**src/hw/eas_pkg.sv**
```systemverilog
// Constants for the external access steering block.
// Assumes a 16-bit core address space and one 100 MHz core clock.
package eas_pkg;
    // Address width of the core memory bus.
    localparam int ADDR_W = 16;
    // Number of port registers that can be redirected outward.
    localparam int PORT_REGS = 4;
    // Special-purpose partition bounds, inclusive.
    localparam logic [15:0] SP_LO = 16'h2000;
    localparam logic [15:0] SP_HI = 16'h207f;
    // Program partition bounds, inclusive.
    localparam logic [15:0] PROG_LO = 16'h2080;
    localparam logic [15:0] PROG_HI = 16'h7fff;
    // Addresses at or above this always go to the external bus.
    localparam logic [15:0] EXT_ONLY_LO = 16'h8000;
    // Internal port register addresses: latch 3, latch 4, pin 3, pin 4.
    localparam logic [15:0] PORT_REG_ADDR [PORT_REGS] = '{16'h1fd0, 16'h1fd1, 16'h1fd2, 16'h1fd3};
    // External locations that replace them when external access is active.
    localparam logic [15:0] EXT_PORT_ADDR [PORT_REGS] = '{16'h1ffc, 16'h1ffd, 16'h1ffe, 16'h1fff};
    // Length of one external bus cycle and of the idle gap after it, in clocks.
    localparam logic [2:0] EXT_CYCLE_LEN = 3'h3;
    localparam logic [2:0] IDLE_GAP_LEN = 3'h1;
    localparam logic [2:0] CNT_ONE = 3'h1;
    localparam logic [2:0] CNT_ZERO = 3'h0;

    // Sequencer states.
    typedef enum logic [1:0] {
        EAS_IDLE,
        EAS_BUS,
        EAS_GAP
    } eas_state_e;

    // Whole state of the steering block.
    typedef struct packed {
        eas_state_e st;
        logic ea_active;
        logic prog_mode;
        logic [2:0] cnt;
        logic int_sel;
        logic ext_start;
        logic ext_we;
        logic [15:0] ext_addr;
    } eas_state_s;
endpackage : eas_pkg

```
**src/hw/eas_steer.sv**
```systemverilog
// External access steering: routes core accesses to internal memory or the external bus.
// Assumes all inputs are synchronous to sys_clk_in and the core waits on acc_ready_out.
//
// Notes on behaviour
// - Partition accesses go internal when select is high, external when low.
// - Addresses outside the two partitions, other than the port registers, ignore the select level.
// - Programming voltage seen at reset release enters programming mode.
// - Select pin changes after reset do not change steering.
// - Without external access, idle gaps follow bus cycles; ports 3/4 usable between cycles.
// - With external access, ports 3 and 4 serve only the bus.
// - With external access, port register accesses go to 1FFC-1FFF externally.
`timescale 1ns/1ps
module eas_steer
    import eas_pkg::*;
(
    // Clock and reset.
    input wire logic sys_clk_in,
    input wire logic reset_in,
    // External access pin and its programming-voltage detector.
    input wire logic external_access_select_n_in,
    input wire logic vpp_detect_in,
    // Core access request.
    input wire logic acc_req_in,
    input wire logic [15:0] acc_addr_in,
    input wire logic acc_we_in,
    output logic acc_ready_out,
    // Steering results.
    output logic int_sel_out,
    output logic ext_start_out,
    output logic ext_we_out,
    output logic [15:0] ext_addr_out,
    output logic ext_busy_out,
    // Mode and port status.
    output logic ext_access_active_out,
    output logic prog_mode_out,
    output logic port_gpio_en_out
);

    ////////////////////////////////////////////////////////////////////////////
    eas_state_s q;
    eas_state_s d;
    logic taken;
    logic in_part;
    logic ext_only;
    logic [PORT_REGS-1:0] port_hit;
    logic [15:0] port_ext_addr;

    // Per-register compare of the incoming address against the port registers.
    genvar gi;
    generate
        for (gi = 0; gi < PORT_REGS; gi++) begin : g_port
            assign port_hit[gi] = (acc_addr_in == PORT_REG_ADDR[gi]);
        end
    endgenerate

    // Pick the external location matching the hit port register.
    always_comb begin
        port_ext_addr = acc_addr_in;
        for (int i = 0; i < PORT_REGS; i++) begin
            if (port_hit[i]) begin
                port_ext_addr = EXT_PORT_ADDR[i];
            end
        end
    end

    // Address classification; the select level plays no part here.
    assign in_part = ((acc_addr_in >= SP_LO) && (acc_addr_in <= SP_HI))
        || ((acc_addr_in >= PROG_LO) && (acc_addr_in <= PROG_HI));
    assign ext_only = (acc_addr_in >= EXT_ONLY_LO);

    // Requests are refused in programming mode and while the bus or gap runs.
    assign acc_ready_out = (q.st == EAS_IDLE) && !q.prog_mode;
    assign taken = acc_req_in && acc_ready_out;

    ////////////////////////////////////////////////////////////////////////////
    // Next-state logic. Under reset the pin levels are sampled every cycle, so
    // the value standing at the last edge with reset high is the one that is kept.
    always_comb begin
        d = q;
        d.int_sel = 1'b0;
        d.ext_start = 1'b0;
        if (reset_in) begin
            d.st = EAS_IDLE;
            d.cnt = CNT_ZERO;
            d.ext_we = 1'b0;
            d.ext_addr = '0;
            d.ea_active = !external_access_select_n_in;
            d.prog_mode = vpp_detect_in;
        end else begin
            // The mode flags are never written outside reset, so pin changes are ignored.
            case (q.st)
                EAS_IDLE: begin
                    if (taken) begin
                        d.ext_we = acc_we_in;
                        if (q.ea_active && (port_hit != '0)) begin
                            d.ext_start = 1'b1;
                            d.ext_addr = port_ext_addr;
                        end else if (ext_only || (in_part && q.ea_active)) begin
                            d.ext_start = 1'b1;
                            d.ext_addr = acc_addr_in;
                        end else begin
                            d.int_sel = 1'b1;
                        end
                        if (d.ext_start) begin
                            d.st = EAS_BUS;
                            d.cnt = EXT_CYCLE_LEN;
                        end
                    end
                end
                EAS_BUS: begin
                    d.cnt = q.cnt - CNT_ONE;
                    if (q.cnt == CNT_ONE) begin
                        // Back-to-back cycles are allowed only when the pins are bus-only.
                        if (q.ea_active) begin
                            d.st = EAS_IDLE;
                        end else begin
                            d.st = EAS_GAP;
                            d.cnt = IDLE_GAP_LEN;
                        end
                    end
                end
                EAS_GAP: begin
                    d.cnt = q.cnt - CNT_ONE;
                    if (q.cnt == CNT_ONE) begin
                        d.st = EAS_IDLE;
                    end
                end
                default: begin
                    d.st = EAS_IDLE;
                    d.cnt = CNT_ZERO;
                end
            endcase
        end
    end

    // State register.
    always_ff @(posedge sys_clk_in) begin
        q <= d;
    end

    ////////////////////////////////////////////////////////////////////////////
    // Outputs straight from the state register; the port enable is also gated by reset_in.
    assign int_sel_out = q.int_sel;
    assign ext_start_out = q.ext_start;
    assign ext_we_out = q.ext_we;
    assign ext_addr_out = q.ext_addr;
    assign ext_busy_out = (q.st == EAS_BUS);
    assign ext_access_active_out = q.ea_active;
    assign prog_mode_out = q.prog_mode;
    // Ports 3/4 are general I/O only between cycles and only without external access.
    assign port_gpio_en_out = !q.ea_active && (q.st != EAS_BUS) && !reset_in;
endmodule : eas_steer

```
**config.mk**
```make
export PLATFORM = sky130hd
export DESIGN_NAME = eas_steer
export DESIGN_NICKNAME = d
export VERILOG_FILES = /design/src/hw/eas_pkg.sv /design/src/hw/eas_steer.sv
export SDC_FILE = /design/constraint.sdc
export NUM_CORES = 1
export LEC_CHECK = 0
export BUFFER_PORTS_ARGS = -buffer_cell sky130_fd_sc_hd__buf_4
export CAP_MARGIN = 40
export CORE_MARGIN = 5
export CORE_UTILIZATION = 43
export DETAILED_ROUTE_END_ITERATION = 12
export PLACE_DENSITY_LB_ADDON = 0.2
export SYNTH_ARGS = -nofsm -noshare
export SYNTH_HDL_FRONTEND = slang
export SYNTH_SLANG_ARGS = --single-unit
```
**constraint.sdc**
```tcl
create_clock -name sys_clk_in -period 2 [get_ports sys_clk_in]
set_input_delay 0.3 -clock sys_clk_in [delete_from_list [all_inputs] [get_ports sys_clk_in]]
set_output_delay 0.3 -clock sys_clk_in [all_outputs]
set_load 0.005 [all_outputs]
```
==> results.md <==
Route:
- The number of nets with antenna violations after routing is 0.
- The final layout contains routed wiring with a total length of 2.59 mm.
- The total number of vias is 986.
- After detailed routing, the number of vias per cell comes to 5.39.
- In the routed design, unresolved DRC markers number 0.
- The number of violations reported at the end of detailed-routing iteration 0 is 34.
- The average routed wire per standard cell is 14.2 µm.
- The number of detailed-routing iterations run before antenna repair is 4.

Power and ir drop:
- The worst vdd rail ir drop is 452 µV.
- Power comes to 1.17 mW.
- The cell leakage power is 0.695 nW.
- The power per unit of standard cell area is 771 nW/µm².

STA:
- The setup TNS is 0 ns.
- The achievable frequency is 547 MHz.
- The clock skew after layout is 0.00603 ns.
- Headroom to the max-slew limit came out at 63.8%.
- After layout, the worst path uses 91.4% of the clock period.
- For the pin with the worst max-slew slack, the measured transition is 0.542 ns.
- Across all setup checks in the final design, the least slack found is 0.172 ns.
- Setup repair after global routing left no endpoint under its margin.
- The number of hold violations in the final report is 0.
- Hold is met by 0.138 ns.
- The clock period minus worst slack is 1.83 ns.
- The final number of max-transition violations is 0.
- The total of endpoints with negative setup slack in the final report is 0.

Worst setup path:
- STA puts the critical path data arrival time at 2.09 ns.
- The worst setup path is launched from a register.
- For this run, the slowest stage of the critical path takes 0.58 ns.
- The top cell family by delay on the critical path is simple AND/OR/NAND/NOR gates.
- STA classifies the critical path endpoint as a register.
- Among all stages on the critical path, the largest delay is contributed by sky130_fd_sc_hd__or4_4.
- For the worst setup path, the data required time is 2.26 ns.
- The critical path is of the register to register type.
- The signal on the critical path passes through nand3_1, or4_4, a21oi_4, buf_4, mux2i_1.
- The count of buffer and inverter cells on the critical path is 1.
- The maximum fanout count along the critical path is 7.

Logic synthesis:
- After synthesis, the largest area contributor takes up 40.5% of total cell area.
- The total of warnings raised by yosys is 0.
- Summing the areas of all fa, ha and maj instances in the mapped netlist gives 2.11% of the synthesized area.
- The simple-gate portion of the synthesized area is 14.2%.
- The gate count of the mapped netlist is 117.
- The post-synthesis instance area is 1190 µm².
- The share of the Yosys chip area taken by registers is 45.5%.
- After synthesis the netlist holds a flip-flop and latch count of 26.
- The xor and xnor fraction of the mapped netlist area is 0%.
- After synthesis, the share of cell area in mux cells is 1.69%.
- The main combinational cell family by area after synthesis is compound AO/OA/AOI/OAI gates.
- The synthesized netlist devotes 21.9% of its cell area to compound gates.
- Averaged over all synthesized cells, the footprint is 10.1 µm².
- By area the synthesized netlist is led by sky130_fd_sc_hd__dfxtp_1 40%, sky130_fd_sc_hd__o221a_2 10%, sky130_fd_sc_hd__buf_4 10%.
- Summed over all instances, the cell type with the most area after synthesis is sky130_fd_sc_hd__dfxtp_1.
- The number of nets in the synthesized netlist is 141.
- The count of unique library cells instantiated by Yosys is 34.

Layout:
- Of the cells placed in the final design, the portion with a size suffix greater than 1 is 47.4%.
- 0 antenna diodes ended up in the layout.
- The count of cells in the finished layout, fillers not included, comes to 183.
- The utilization after layout is 56.2%.
- The filler cells instantiated in the layout total 262.
- The final layout contains 177 nets.
- The leading cell type in the layout, fill and taps excluded is sky130_fd_sc_hd__buf_4.
- The layout overhead on the synthesized area is 28.2%.
- The library cells used most frequently in the layout, excluding fill and tap cells, are 52 x sky130_fd_sc_hd__buf_4, 24 x sky130_fd_sc_hd__dfxtp_1, 11 x sky130_fd_sc_hd__o221a_2.
- The post-route cell area is 1520 µm².

Global routing:
- The initial antenna violation count is 0.
- The wire length of the first global-routing pass is 4.22 mm.
- Entering global routing, the biggest net connects 21 pins.
- Global routing used 13.1% of the available tracks across all layers.
- For this run the aggregate overflow at the end of global routing stands at 0.
- The number of global-route vias before repair is 994.

Clock network:
- The deepest level of the CTS H-tree is 1.
- The insertion delay to the later sink of the worst-skew pair is 0.32 ns.
- The number of clock sinks is 26.
- The setup fix buffers added after clock tree synthesis is 0.
- Counting along the longest clock path gives a buffer depth of 2.
- The TritonCTS clock tree is yes.
- In this run, post-CTS hold repair placed 0 buffers.
- The root buffer cell chosen for the clock tree is sky130_fd_sc_hd__clkbuf_4.
- The number of buffers added by the clock tree synthesis step is 3.
- The clock transition at the registers of the reported paths is 0.15 ns.
- Post-CTS repair changed the size of 0 cells.

Die:
- The die is 62.6 µm wide.
- The I/O pin count is 46.
- The total core area is 2710 µm².
- The die height is 62.6 µm.
- The area of the die is 3910 µm².
- Row generation in the floorplan step produced 19 rows.
- The starting density of the core is 43.8%.

Placed design:
- The global placer's final weighted congestion is 0.703.
- The number of cells after detailed placement is 179.
- The HPWL after detailed placement is 2.06 mm.
- The cell area reported after detailed placement is 1470 µm².
- The worst-case setup slack after placement is -0.103 ns.
- Input and output buffers added on the ports amount to 45.

Worst hold path:
- The kind of path behind the tightest hold check is primary input to register.

Flow run:
- The reported max-cap violation count is 0.

Run status:
- The flow ran to the end, and the final reports show no timing, DRC or antenna violations.
worst paths after layout:
kind	from	endpoint	slack, ns	depth (start not counted)
hold reg to reg	ext_we_out$_SDFFE_PP0P_	ext_we_out$_SDFFE_PP0P_	0.47	2
setup / recovery	ext_access_active_out$_DFFE_PP_	ext_addr_out[1]$_SDFFE_PP0P_	0.17	5
setup reg to reg	ext_access_active_out$_DFFE_PP_	ext_addr_out[1]$_SDFFE_PP0P_	0.17	5
hold / removal	vpp_detect_in	prog_mode_out$_DFFE_PP_	0.14	1
cells by family after synthesis:
logic type	Yosys count
and+or+nand+nor	31
AOI/OAI and AO/OA	28
buffers and inverters	28
DFF	26
muxes	2
adders and majority gates	2
metal layers:
| metal | routed length, µm | track usage [%] | vias up |
|---|---|---|---|
| li1 | - | - | 479 |
| met1 | 1040 | 13.0 | 472 |
| met2 | 1340 | 24.7 | 31 |
| met3 | 176 | 3.96 | 4 |
| met4 | 30 | 5.57 | 0 |
| met5 | 0 | 0 | - |
cell type report:
| class | instances | area (µm²) | area share, % |
|---|---|---|---|
| Sequential cell | 26 | 541 | 35.5 |
| Timing Repair Buffer | 52 | 390 | 25.6 |
| Inverter | 7 | 26.3 | 1.73 |
| Multi-Input combinational cell | 63 | 474 | 31.1 |
| Clock buffer | 3 | 22.5 | 1.48 |
| Tap cell | 31 | 38.8 | 2.55 |
| Clock inverter | 1 | 30.0 | 1.97 |
state kept, by name, summed over array words and instances (netlist names):
signal / count
ext_addr_out: 16
q: 5
ext_access_active_out: 1
ext_start_out: 1
ext_we_out: 1
int_sel_out: 1
prog_mode_out: 1
cell usage after synthesis:
| cell type | instances |
|---|---|
| sky130_fd_sc_hd__a211oi_1 | 1 |
| sky130_fd_sc_hd__a21o_1 | 1 |
| sky130_fd_sc_hd__a21o_2 | 1 |
| sky130_fd_sc_hd__a21oi_1 | 4 |
| sky130_fd_sc_hd__a21oi_4 | 1 |
| sky130_fd_sc_hd__a221o_1 | 1 |
| sky130_fd_sc_hd__a22oi_1 | 1 |
| sky130_fd_sc_hd__a2bb2oi_1 | 1 |
| sky130_fd_sc_hd__a31oi_1 | 1 |
| sky130_fd_sc_hd__a41o_1 | 1 |
| sky130_fd_sc_hd__and4b_1 | 1 |
| sky130_fd_sc_hd__buf_4 | 16 |
| sky130_fd_sc_hd__buf_6 | 1 |
| sky130_fd_sc_hd__clkbuf_1 | 4 |
| sky130_fd_sc_hd__dfxtp_1 | 24 |
| sky130_fd_sc_hd__edfxtp_1 | 2 |
| sky130_fd_sc_hd__ha_1 | 2 |
| sky130_fd_sc_hd__inv_1 | 7 |
| sky130_fd_sc_hd__mux2i_1 | 2 |
| sky130_fd_sc_hd__nand2_1 | 10 |
| sky130_fd_sc_hd__nand2b_1 | 3 |
| sky130_fd_sc_hd__nand3_1 | 2 |
| sky130_fd_sc_hd__nand4_1 | 1 |
| sky130_fd_sc_hd__nor2_1 | 5 |
| sky130_fd_sc_hd__nor2b_1 | 2 |
| sky130_fd_sc_hd__nor3_1 | 2 |
| sky130_fd_sc_hd__o21a_1 | 1 |
| sky130_fd_sc_hd__o221a_2 | 11 |
| sky130_fd_sc_hd__o32ai_1 | 3 |
| sky130_fd_sc_hd__or2_2 | 1 |
| sky130_fd_sc_hd__or3b_2 | 1 |
| sky130_fd_sc_hd__or4_1 | 1 |
| sky130_fd_sc_hd__or4_4 | 1 |
| sky130_fd_sc_hd__or4bb_1 | 1 |
where the power goes:
group	switching [mW]	leakage, nW	internal (mW)	total, mW
Combinational	0.0903	0.452	0.132	0.222
Sequential	0.0255	0.216	0.562	0.588
Clock	0.161	0.0279	0.203	0.364
Note: power is estimated with default switching activity, not from simulation.
